--- src/design/dofd_map.vh ---
/*
 Register offsets, field positions, class codes and reset values for the
 operand field decoder. Definitions only; included by the decoder top.
*/
`ifndef DOFD_MAP_VH
`define DOFD_MAP_VH

// APB byte offsets
`define DOFD_OFS_WORD0       8'h00
`define DOFD_OFS_WORD1       8'h04
`define DOFD_OFS_CTRL        8'h08
`define DOFD_OFS_FLAGS       8'h0c
`define DOFD_OFS_RES_CYCLE   8'h10
`define DOFD_OFS_RES_OPERAND 8'h14
`define DOFD_OFS_RES_REGS    8'h18
`define DOFD_OFS_RES_DSP     8'h1c

// Reset values
`define DOFD_RST_WORD        24'h000000
`define DOFD_RST_CTRL        10'h000
`define DOFD_RST_FLAGS       9'h000

// Control register fields
`define DOFD_CTRL_CLASS_HI   3
`define DOFD_CTRL_CLASS_LO   0
`define DOFD_CTRL_SIZE_HI    5
`define DOFD_CTRL_SIZE_LO    4
`define DOFD_CTRL_TWO_WORD   6
`define DOFD_CTRL_SKIP       7
`define DOFD_CTRL_SKIP_TWO   8
`define DOFD_CTRL_ALONE      9

// Operand classes
`define DOFD_CLS_FILE        4'h0
`define DOFD_CLS_BIT         4'h1
`define DOFD_CLS_ULIT        4'h2
`define DOFD_CLS_SLIT        4'h3
`define DOFD_CLS_PADDR       4'h4
`define DOFD_CLS_MAC         4'h5
`define DOFD_CLS_SQR         4'h6
`define DOFD_CLS_DIV         4'h7
`define DOFD_CLS_TRIREG      4'h8
`define DOFD_CLS_MOVD        4'h9

// Size suffix codes
`define DOFD_SIZE_DEFAULT    2'h0
`define DOFD_SIZE_BYTE       2'h1
`define DOFD_SIZE_WORD       2'h2
`define DOFD_SIZE_DWORD      2'h3

// Instruction word layout
`define DOFD_OPC_HI          23
`define DOFD_OPC_LO          16
`define DOFD_BYTE_LIT_MAX    10'h0ff

// Working registers with fixed roles
`define DOFD_W0              4'h0
`define DOFD_W4              4'h4
`define DOFD_W8              4'h8
`define DOFD_W9              4'h9
`define DOFD_W12             4'hc
`define DOFD_W13             4'hd

// Write-back targets
`define DOFD_WBACK_NONE      2'h0
`define DOFD_WBACK_REG       2'h1
`define DOFD_WBACK_POSTINC   2'h2

// Cycle counts
`define DOFD_CYC_ONE         2'h1
`define DOFD_CYC_TWO         2'h2
`define DOFD_CYC_THREE       2'h3

`endif

--- src/design/dofd_decoder.v ---
/*
 Operand field decoder for a 16-bit DSP controller core: splits a one or
 two word instruction into opcode, literal, register, addressing and DSP
 operand fields, works out the cycle count and holds the status flags.
 Assumes an APB master on ref_clk_in and an execution datapath on the same
 clock that reports flag updates through datapath_flags_*.
*/
// Register access over APB and the register offsets were decided locally.
`timescale 1ns/1ps
`include "dofd_map.vh"

module dofd_decoder (
   // Clock and reset
   input  wire        ref_clk_in,
   input  wire        rst_b_in,
   // APB slave
   input  wire        psel_in,
   input  wire        penable_in,
   input  wire        pwrite_in,
   input  wire [7:0]  paddr_in,
   input  wire [31:0] pwdata_in,
   output reg  [31:0] prdata_out,
   output reg         pready_out,
   output reg         pslverr_out,
   // Flag updates from the datapath
   input  wire        datapath_flags_we_in,
   input  wire [8:0]  datapath_flags_in,
   // Decoded instruction
   output reg         decode_valid_out,
   output reg  [7:0]  opcode_out,
   output reg  [1:0]  cycle_count_out,
   output reg         nop_out,
   output reg         illegal_out,
   output reg  [1:0]  size_out,
   output reg  [15:0] operand_value_out,
   output reg  [22:0] program_address_immediate_out,
   output reg  [15:0] bit_mask_out,
   output reg  [3:0]  base_working_reg_out,
   output reg  [3:0]  src_reg_out,
   output reg  [3:0]  dst_reg_out,
   output reg  [2:0]  addr_mode_out,
   output reg         accum_sel_out,
   output reg  [1:0]  accum_writeback_target_out,
   output reg  [3:0]  mul_reg_a_out,
   output reg  [3:0]  mul_reg_b_out,
   output reg         x_prefetch_en_out,
   output reg  [3:0]  x_prefetch_pointer_out,
   output reg  [3:0]  x_prefetch_mod_out,
   output reg         x_prefetch_w12_out,
   output reg  [3:0]  x_dest_reg_out,
   output reg  [3:0]  y_dest_reg_out,
   // Status flags
   output reg  [8:0]  flags_out
);

   reg  [23:0] instr_word0;
   reg  [23:0] instr_word1;
   reg  [9:0]  ctrl;
   reg         decode_pending;

   wire        apb_setup  = psel_in & ~penable_in;
   wire        apb_access = psel_in & penable_in & pready_out;
   wire        apb_wr     = apb_access & pwrite_in;
   wire [3:0]  cls        = ctrl[`DOFD_CTRL_CLASS_HI:`DOFD_CTRL_CLASS_LO];
   wire [1:0]  size_field = ctrl[`DOFD_CTRL_SIZE_HI:`DOFD_CTRL_SIZE_LO];
   wire [15:0] ops        = instr_word0[15:0];

   reg         addr_hit;
   reg  [31:0] next_prdata;
   reg  [7:0]  next_opcode;
   reg  [1:0]  next_cycles;
   reg         next_nop;
   reg         next_illegal;
   reg  [1:0]  next_size;
   reg  [15:0] next_operand;
   reg  [22:0] next_prog_addr;
   reg  [15:0] next_bit_mask;
   reg  [3:0]  next_base;
   reg  [3:0]  next_src;
   reg  [3:0]  next_dst;
   reg  [2:0]  next_mode;
   reg         next_acc;
   reg  [1:0]  next_wback;
   reg  [3:0]  next_mul_a;
   reg  [3:0]  next_mul_b;
   reg         next_xpf_en;
   reg  [3:0]  next_xpf_ptr;
   reg  [3:0]  next_xpf_mod;
   reg         next_xpf_w12;
   reg  [3:0]  next_xd;
   reg  [3:0]  next_yd;
   reg  [9:0]  ten_bit_lit;
   reg  [2:0]  pf_low;

   // Registers written by software; these steer the decode
   always @(posedge ref_clk_in or negedge rst_b_in) begin
      if (!rst_b_in) begin
         instr_word0    <= `DOFD_RST_WORD;
         instr_word1    <= `DOFD_RST_WORD;
         ctrl           <= `DOFD_RST_CTRL;
         decode_pending <= 1'b0;
      end else begin
         decode_pending <= 1'b0;
         if (apb_wr) begin
            case (paddr_in)
               `DOFD_OFS_WORD0: begin
                  instr_word0    <= pwdata_in[23:0];
                  decode_pending <= 1'b1;
               end
               `DOFD_OFS_WORD1: instr_word1 <= pwdata_in[23:0];
               `DOFD_OFS_CTRL:  ctrl        <= pwdata_in[9:0];
               default: ;
            endcase
         end
      end
   end

   // Datapath update wins over a software write in the same cycle
   always @(posedge ref_clk_in or negedge rst_b_in) begin
      if (!rst_b_in) begin
         flags_out <= `DOFD_RST_FLAGS;
      end else if (datapath_flags_we_in) begin
         flags_out <= datapath_flags_in;
      end else if (apb_wr && paddr_in == `DOFD_OFS_FLAGS) begin
         flags_out <= pwdata_in[8:0];
      end
   end

   // Operand decode
   always @* begin
      ten_bit_lit    = ops[13:4];
      pf_low         = 3'h0;
      next_opcode    = instr_word0[`DOFD_OPC_HI:`DOFD_OPC_LO];
      next_nop       = 1'b0;
      next_illegal   = 1'b0;
      next_size      = size_field;
      next_operand   = 16'h0000;
      next_prog_addr = 23'h000000;
      next_bit_mask  = 16'h0000;
      next_base      = 4'h0;
      next_src       = 4'h0;
      next_dst       = 4'h0;
      next_mode      = 3'h0;
      next_acc       = 1'b0;
      next_wback     = `DOFD_WBACK_NONE;
      next_mul_a     = 4'h0;
      next_mul_b     = 4'h0;
      next_xpf_en    = 1'b0;
      next_xpf_ptr   = 4'h0;
      next_xpf_mod   = 4'h0;
      next_xpf_w12   = 1'b0;
      next_xd        = 4'h0;
      next_yd        = 4'h0;
      if (size_field == `DOFD_SIZE_DEFAULT) begin
         next_size = `DOFD_SIZE_WORD;
      end
      case (cls)
         `DOFD_CLS_FILE: begin
            next_operand = {3'h0, ops[12:0]};
            next_src     = `DOFD_W0;
            next_dst     = `DOFD_W0;
            next_mode    = {2'h0, ops[13]};
         end
         `DOFD_CLS_BIT: begin
            next_src      = ops[7:4];
            next_operand  = {12'h000, ops[3:0]};
            next_bit_mask = 16'h0001 << ops[3:0];
         end
         `DOFD_CLS_ULIT: begin
            next_dst     = ops[3:0];
            next_operand = {6'h00, ten_bit_lit};
            if (next_size == `DOFD_SIZE_BYTE && ten_bit_lit > `DOFD_BYTE_LIT_MAX) begin
               next_illegal = 1'b1;
               next_operand = {8'h00, ten_bit_lit[7:0]};
            end
         end
         `DOFD_CLS_SLIT: begin
            next_dst     = ops[3:0];
            next_operand = {{6{ten_bit_lit[9]}}, ten_bit_lit};
         end
         `DOFD_CLS_PADDR: begin
            next_prog_addr = {instr_word1[6:0], ops[15:1], 1'b0};
            if (ops[0] || !ctrl[`DOFD_CTRL_TWO_WORD]) begin
               next_illegal = 1'b1;
            end
         end
         `DOFD_CLS_MAC, `DOFD_CLS_SQR: begin
            next_acc = ops[15];
            case (ops[14:13])
               2'h1:    next_wback = `DOFD_WBACK_REG;
               2'h2:    next_wback = `DOFD_WBACK_POSTINC;
               2'h0:    next_wback = `DOFD_WBACK_NONE;
               default: next_illegal = 1'b1;
            endcase
            if (cls == `DOFD_CLS_SQR) begin
               next_mul_a = `DOFD_W4 + {2'h0, ops[11:10]};
               next_mul_b = `DOFD_W4 + {2'h0, ops[11:10]};
               if (ops[12]) begin
                  next_illegal = 1'b1;
               end
            end else begin
               case (ops[12:10])
                  3'h0: begin next_mul_a = 4'h4; next_mul_b = 4'h5; end
                  3'h1: begin next_mul_a = 4'h4; next_mul_b = 4'h6; end
                  3'h2: begin next_mul_a = 4'h4; next_mul_b = 4'h7; end
                  3'h3: begin next_mul_a = 4'h5; next_mul_b = 4'h6; end
                  3'h4: begin next_mul_a = 4'h5; next_mul_b = 4'h7; end
                  3'h5: begin next_mul_a = 4'h6; next_mul_b = 4'h7; end
                  default: next_illegal = 1'b1;
               endcase
            end
            // Codes 0-6 use W8, 7-13 use W9; each run is +6,+4,+2,0,-6,-4,-2
            if (ops[9:6] == 4'hf) begin
               next_xpf_en = 1'b0;
            end else if (ops[9:6] == 4'he) begin
               next_xpf_en  = 1'b1;
               next_xpf_ptr = `DOFD_W9;
               next_xpf_w12 = 1'b1;
            end else begin
               next_xpf_en  = 1'b1;
               next_xpf_ptr = (ops[9:6] < 4'h7) ? `DOFD_W8 : `DOFD_W9;
               pf_low       = (ops[9:6] < 4'h7) ? ops[8:6] : ops[8:6] + 3'h1;
               case (pf_low)
                  3'h0:    next_xpf_mod = 4'h6;
                  3'h1:    next_xpf_mod = 4'h4;
                  3'h2:    next_xpf_mod = 4'h2;
                  3'h3:    next_xpf_mod = 4'h0;
                  3'h4:    next_xpf_mod = 4'ha;
                  3'h5:    next_xpf_mod = 4'hc;
                  default: next_xpf_mod = 4'he;
               endcase
            end
            next_xd = `DOFD_W4 + {2'h0, ops[5:4]};
            next_yd = `DOFD_W4 + {2'h0, ops[3:2]};
         end
         `DOFD_CLS_DIV: begin
            next_src  = ops[7:4];
            next_dst  = ops[3:0];
            next_base = ops[7:4];
            next_mode = 3'h0;
            if (ops[14:12] != 3'h0) begin
               next_illegal = 1'b1;
            end
         end
         `DOFD_CLS_TRIREG, `DOFD_CLS_MOVD: begin
            next_mode = ops[14:12];
            next_base = ops[11:8];
            next_src  = ops[7:4];
            next_dst  = ops[3:0];
            next_acc  = ops[15];
            if (ops[14:12] == 3'h7) begin
               next_illegal = 1'b1;
            end
            if (cls == `DOFD_CLS_MOVD) begin
               next_size = `DOFD_SIZE_DWORD;
            end
         end
         default: next_illegal = 1'b1;
      endcase
      if (size_field == `DOFD_SIZE_DWORD && cls != `DOFD_CLS_MOVD &&
          cls != `DOFD_CLS_TRIREG) begin
         next_illegal = 1'b1;
      end
      // Second word needs a clear opcode byte
      if (ctrl[`DOFD_CTRL_TWO_WORD] &&
          instr_word1[`DOFD_OPC_HI:`DOFD_OPC_LO] != 8'h00) begin
         next_illegal = 1'b1;
      end
      // Cycle count; a skip overrides the instruction's own cost
      if (ctrl[`DOFD_CTRL_SKIP]) begin
         next_cycles = ctrl[`DOFD_CTRL_SKIP_TWO] ? `DOFD_CYC_THREE : `DOFD_CYC_TWO;
      end else if (ctrl[`DOFD_CTRL_TWO_WORD]) begin
         next_cycles = `DOFD_CYC_TWO;
      end else if (next_size == `DOFD_SIZE_DWORD) begin
         next_cycles = `DOFD_CYC_TWO;
      end else begin
         next_cycles = `DOFD_CYC_ONE;
      end
      // A lone second word decodes to a do-nothing single cycle
      if (ctrl[`DOFD_CTRL_ALONE]) begin
         next_cycles  = `DOFD_CYC_ONE;
         next_nop     = (instr_word0[`DOFD_OPC_HI:`DOFD_OPC_LO] == 8'h00);
         next_illegal = ~next_nop;
      end
   end

   // Decoded results, refreshed every cycle
   always @(posedge ref_clk_in or negedge rst_b_in) begin
      if (!rst_b_in) begin
         decode_valid_out              <= 1'b0;
         opcode_out                    <= 8'h00;
         cycle_count_out               <= `DOFD_CYC_ONE;
         nop_out                       <= 1'b0;
         illegal_out                   <= 1'b0;
         size_out                      <= `DOFD_SIZE_WORD;
         operand_value_out             <= 16'h0000;
         program_address_immediate_out <= 23'h000000;
         bit_mask_out                  <= 16'h0000;
         base_working_reg_out          <= 4'h0;
         src_reg_out                   <= 4'h0;
         dst_reg_out                   <= 4'h0;
         addr_mode_out                 <= 3'h0;
         accum_sel_out                 <= 1'b0;
         accum_writeback_target_out    <= `DOFD_WBACK_NONE;
         mul_reg_a_out                 <= 4'h0;
         mul_reg_b_out                 <= 4'h0;
         x_prefetch_en_out             <= 1'b0;
         x_prefetch_pointer_out        <= 4'h0;
         x_prefetch_mod_out            <= 4'h0;
         x_prefetch_w12_out            <= 1'b0;
         x_dest_reg_out                <= 4'h0;
         y_dest_reg_out                <= 4'h0;
      end else begin
         decode_valid_out              <= decode_pending;
         opcode_out                    <= next_opcode;
         cycle_count_out               <= next_cycles;
         nop_out                       <= next_nop;
         illegal_out                   <= next_illegal;
         size_out                      <= next_size;
         operand_value_out             <= next_operand;
         program_address_immediate_out <= next_prog_addr;
         bit_mask_out                  <= next_bit_mask;
         base_working_reg_out          <= next_base;
         src_reg_out                   <= next_src;
         dst_reg_out                   <= next_dst;
         addr_mode_out                 <= next_mode;
         accum_sel_out                 <= next_acc;
         accum_writeback_target_out    <= next_wback;
         mul_reg_a_out                 <= next_mul_a;
         mul_reg_b_out                 <= next_mul_b;
         x_prefetch_en_out             <= next_xpf_en;
         x_prefetch_pointer_out        <= next_xpf_ptr;
         x_prefetch_mod_out            <= next_xpf_mod;
         x_prefetch_w12_out            <= next_xpf_w12;
         x_dest_reg_out                <= next_xd;
         y_dest_reg_out                <= next_yd;
      end
   end

   // Read mux
   always @* begin
      addr_hit    = 1'b1;
      next_prdata = 32'h00000000;
      case (paddr_in)
         `DOFD_OFS_WORD0:       next_prdata = {8'h00, instr_word0};
         `DOFD_OFS_WORD1:       next_prdata = {8'h00, instr_word1};
         `DOFD_OFS_CTRL:        next_prdata = {22'h000000, ctrl};
         `DOFD_OFS_FLAGS:       next_prdata = {23'h000000, flags_out};
         `DOFD_OFS_RES_CYCLE:   next_prdata = {16'h0000, opcode_out, 1'b0, size_out,
                                               illegal_out, nop_out, 1'b0,
                                               cycle_count_out};
         `DOFD_OFS_RES_OPERAND: next_prdata = {bit_mask_out, operand_value_out};
         `DOFD_OFS_RES_REGS:    next_prdata = {17'h00000, addr_mode_out,
                                               base_working_reg_out, src_reg_out,
                                               dst_reg_out};
         `DOFD_OFS_RES_DSP:     next_prdata = {1'b0, accum_sel_out,
                                               accum_writeback_target_out,
                                               mul_reg_a_out, mul_reg_b_out,
                                               x_prefetch_en_out, x_prefetch_w12_out,
                                               2'h0, x_prefetch_pointer_out,
                                               x_prefetch_mod_out, x_dest_reg_out,
                                               y_dest_reg_out};
         default:               addr_hit = 1'b0;
      endcase
   end

   // No wait states: pready rises in the first access cycle
   always @(posedge ref_clk_in or negedge rst_b_in) begin
      if (!rst_b_in) begin
         pready_out  <= 1'b0;
         pslverr_out <= 1'b0;
         prdata_out  <= 32'h00000000;
      end else if (apb_setup) begin
         pready_out  <= 1'b1;
         pslverr_out <= ~addr_hit;
         prdata_out  <= pwrite_in ? 32'h00000000 : next_prdata;
      end else begin
         pready_out  <= 1'b0;
         pslverr_out <= 1'b0;
         prdata_out  <= 32'h00000000;
      end
   end

endmodule

--- config.mk ---
export PLATFORM = sky130hd
export DESIGN_NAME = dofd_decoder
export DESIGN_NICKNAME = d
export VERILOG_FILES = /design/src/design/dofd_decoder.v
export VERILOG_INCLUDE_DIRS = /design/src /design/src/design
export SDC_FILE = /design/constraint.sdc
export NUM_CORES = 1
export LEC_CHECK = 0
export ABC_AREA = 1
export BUFFER_PORTS_ARGS = -buffer_cell sky130_fd_sc_hd__buf_2
export CAP_MARGIN = 15
export CORE_UTILIZATION = 50
export CTS_CLUSTER_DIAMETER = 200
export DETAILED_ROUTE_END_ITERATION = 7
export GPL_ROUTABILITY_DRIVEN = 0
export MAX_ROUTING_LAYER = met4
export PLACE_DENSITY = 0.87
export SLEW_MARGIN = 30
export SYNTH_ARGS = -nofsm -noshare
export SYNTH_HDL_FRONTEND = slang
export SYNTH_SLANG_ARGS = --single-unit
--- constraint.sdc ---
create_clock -name ref_clk_in -period 2.3 [get_ports ref_clk_in]
set_input_delay 0.115 -clock ref_clk_in [delete_from_list [all_inputs] [get_ports ref_clk_in]]
set_output_delay 0.115 -clock ref_clk_in [all_outputs]
set_load 0.02 [all_outputs]
==> results.cfg <==
[run_status]
status = finished, final reports clean

[cells_and_area]
nFillCells = 1255
fin_area_um2 = 10900
finalNetCount = 1242
layout_commonest_cell = dfrtp_1
diodes = 0
drive_gt1_frac = 0.238
multi_input_area_um2 = 2900
syn_to_final_growth_pct = 25.6
ff_latch_area_um2 = 5110
final_cell_mix = 202 x dfrtp_1, 194 x buf_2, 169 x nand2_1

[pwr]
cellPowerDensity_nw_per_um2 = 670
p_clk_frac = 0.447
internal_power_uw = 5640
p_comb_frac = 0.053
irDropWorstVdd_uv = 442
swShare = 0.227
seq_power_share = 0.500
netSwitchingPower_uw = 1660
p_leak_uw = 0.00588

[worst_setup_path]
crit_fanout = 27
endpoint_kind = register
r2r_cells = 7
startpoint_type = primary input
crit_path_max_incr_delay_ns = 0.56
cp_data_arrival_time_ns = 2.48
r2r_slack_ns = 0.41
required_ns = 2.69
slowest_stage = dlygate4sd3_1
r2r-start = pready_out
path_cells = dlygate4sd3_1, buf_2, nor3_1, dlygate4sd3_1, nand3_1, nor2_2, inv_2, a21oi_1
cp_common_cell = dlygate4sd3_1
r2r-end = flags_out[7]
crit_type = primary input to register

[clock_network]
postCtsSetupBuffers = 0
root_buffer = clkbuf_16
h-tree-depth = 1
tritoncts = done
cts_resized = 0
ctsHoldBuffers = 47
cts.clk_slew.worst_paths_ns = 0.06
cts_sinks = 204
cts_made_buffers = 21
clockBufferDepth = 3
insertion_delay_ns = 0.51

[floorplan]
die_h_um = 134
start_util = 0.517
die_w_um = 134
rows = 47
core_area_um2 = 16800
die-area_um2 = 17900
num_io_pins = 212

[min_path]
hold_depth = 3
hold_path_class = primary input to register
hold_end = flags_out[5]
hold_path.startpoint = datapath_flags_we_in

[run]
maxCapViolations = 0

[timing]
setup_violations = 0
final_max_slew_viol_count = 0
hold_viol = 0
rsz0062_at_grt = false
period_share = 0.910
fmax_mhz = 478
fin_skew_ns = 0.0148
worst_slew_pin_slew_ns = 0.671
maxSlewHeadroom = 0.552
tns_ns = 0
period_needed_ns = 2.09

[global_routing]
grt_antenna_before_repair = 0
gr-total-overflow = 0
track_usage = 0.321
grt_pass1_vias = 7754
grt_pass1_wl_um = 42100
grt_max_degree = 84

[placed_design]
io_buffers = 195
placed_area_um2 = 9770
dp.final_hpwl_um = 18800

[synth]
ys_seq_area_frac = 0.589
synth_area_um2 = 8670
syn_inst = 947
synth-seq-cells = 204
synth_warnings = 0
syn_avg_cell_area_um2 = 9.15
ys_types = 38

[drt]
route.final.wire_length_um = 27700
drt_first_pass_iters = 6
via_per_inst = 5.68
drc = 0
detail-route-antenna-nets = 0
routedWlPerCell_um = 19.5
vias = 8054
drt_iter0_drc = 1056
[metal layers]
layer / GRT usage / vias up / routed length, um
met5: - / - / 0
met4: 0.172 / 0 / 1560
met3: 0.0765 / 149 / 3380
met2: 0.488 / 649 / 12600
met1: 0.399 / 3743 / 10100
li1: - / 3513 / -
[per-stage QoR]
step                 util  power (uW)  hold WS [ns]  setup WS, ns  std cells
global route        0.650        7490        0.0440         0.122       1417
finish              0.650        7300        0.0422         0.206       1417
floorplan               -        3850        -0.181         0.854        954
global placement    0.583        4020         0.196         0.576       1335
detailed placement  0.583        4020         0.197         0.516       1335
CTS                 0.650        7300        0.0236         0.287       1417
[cells by family after synthesis]
family,share of synthesized area
other cells,0.000433
buf+inv,0.0797
simple gates,0.226
compound gates,0.100
xor+xnor,0.00202
fa+ha+maj,0.00289
flops,0.589
[power groups by stage]
stage	combinational (uW)	sequential, uW	clock [uW]
after global routing	425	3650	3420
final	390	3650	3260
after CTS	384	3640	3270
after floorplan	123	3720	0
after detailed placement	315	3710	0
after global placement	309	3710	0
[critical path, delay by kind of cell]
family,cells,cell delay [ns]
and+or+nand+nor,3,0.51
buffers and inverters,4,1.54
AOI/OAI and AO/OA,1,0.31
[state kept, by name (all words and copies together), names as in the netlist, 4 cells and up]
register and cells:
opcode_out 8, instr_word0 24, src_reg_out 4, dst_reg_out 4, prdata_out 32, base_working_reg_out 4
bit_mask_out 16, program_address_immediate_out 22, instr_word1 24, ctrl 10, operand_value_out 14, flags_out 9
[cell usage after synthesis]
| master | count | share of area |
|---|---|---|
| nand3b_1 | 1 | 0.00087 |
| clkinv_1 | 3 | 0.0013 |
| buf_4 | 18 | 0.016 |
| conb_1 | 1 | 0.00043 |
| inv_4 | 1 | 0.00072 |
| o21ai_1 | 18 | 0.010 |
| nor2_2 | 4 | 0.0029 |
| o21ai_0 | 84 | 0.048 |
| dfstp_2 | 2 | 0.0061 |
| nand2_4 | 6 | 0.0078 |
| xor2_1 | 1 | 0.0010 |
| nor2_4 | 6 | 0.0078 |
| nand2_1 | 169 | 0.073 |
| buf_2 | 22 | 0.013 |
| a31oi_1 | 6 | 0.0043 |
| nor3_1 | 13 | 0.0075 |
| o22ai_1 | 19 | 0.014 |
| dfrtp_1 | 202 | 0.58 |
| nand3_1 | 98 | 0.057 |
| ha_1 | 2 | 0.0029 |
| nor2_1 | 120 | 0.052 |
| inv_2 | 13 | 0.0056 |
| a21oi_4 | 1 | 0.0019 |
| nor3_2 | 2 | 0.0023 |
| nor2_8 | 3 | 0.0069 |
| o211ai_1 | 2 | 0.0017 |
| buf_6 | 5 | 0.0065 |
| nand4_1 | 1 | 0.00072 |
| a21oi_1 | 31 | 0.018 |
| xnor2_1 | 1 | 0.0010 |
| nand3_4 | 1 | 0.0020 |
| inv_1 | 80 | 0.035 |
| clkbuf_1 | 2 | 0.00087 |
| nor4_1 | 2 | 0.0014 |
| or2_2 | 1 | 0.00072 |
| o21ai_4 | 1 | 0.0019 |
| nand2_2 | 4 | 0.0029 |
| buf_8 | 1 | 0.0017 |
[worst max path at each step]
stage,from,end,slack (ns),cells after the start
after floorplan,instr_word0[6],x_prefetch_mod_out[2],0.85,6
after global placement,paddr_in[6],instr_word1[17],0.58,7
after detailed placement,paddr_in[6],instr_word1[4],0.52,7
after CTS,paddr_in[6],prdata_out[15],0.29,8
after global routing,paddr_in[6],prdata_out[9],0.12,8
final,paddr_in[6],prdata_out[9],0.21,8
[layout make-up]
class	count	area share
inverter	97	0.0337
clock inverter	7	0.00609
sequential	204	0.469
timing repair buffer	256	0.147
clock buffer	28	0.0534
tap	220	0.0253
multi-input combinational	605	0.266
Note: power is estimated with default switching activity, not from simulation.
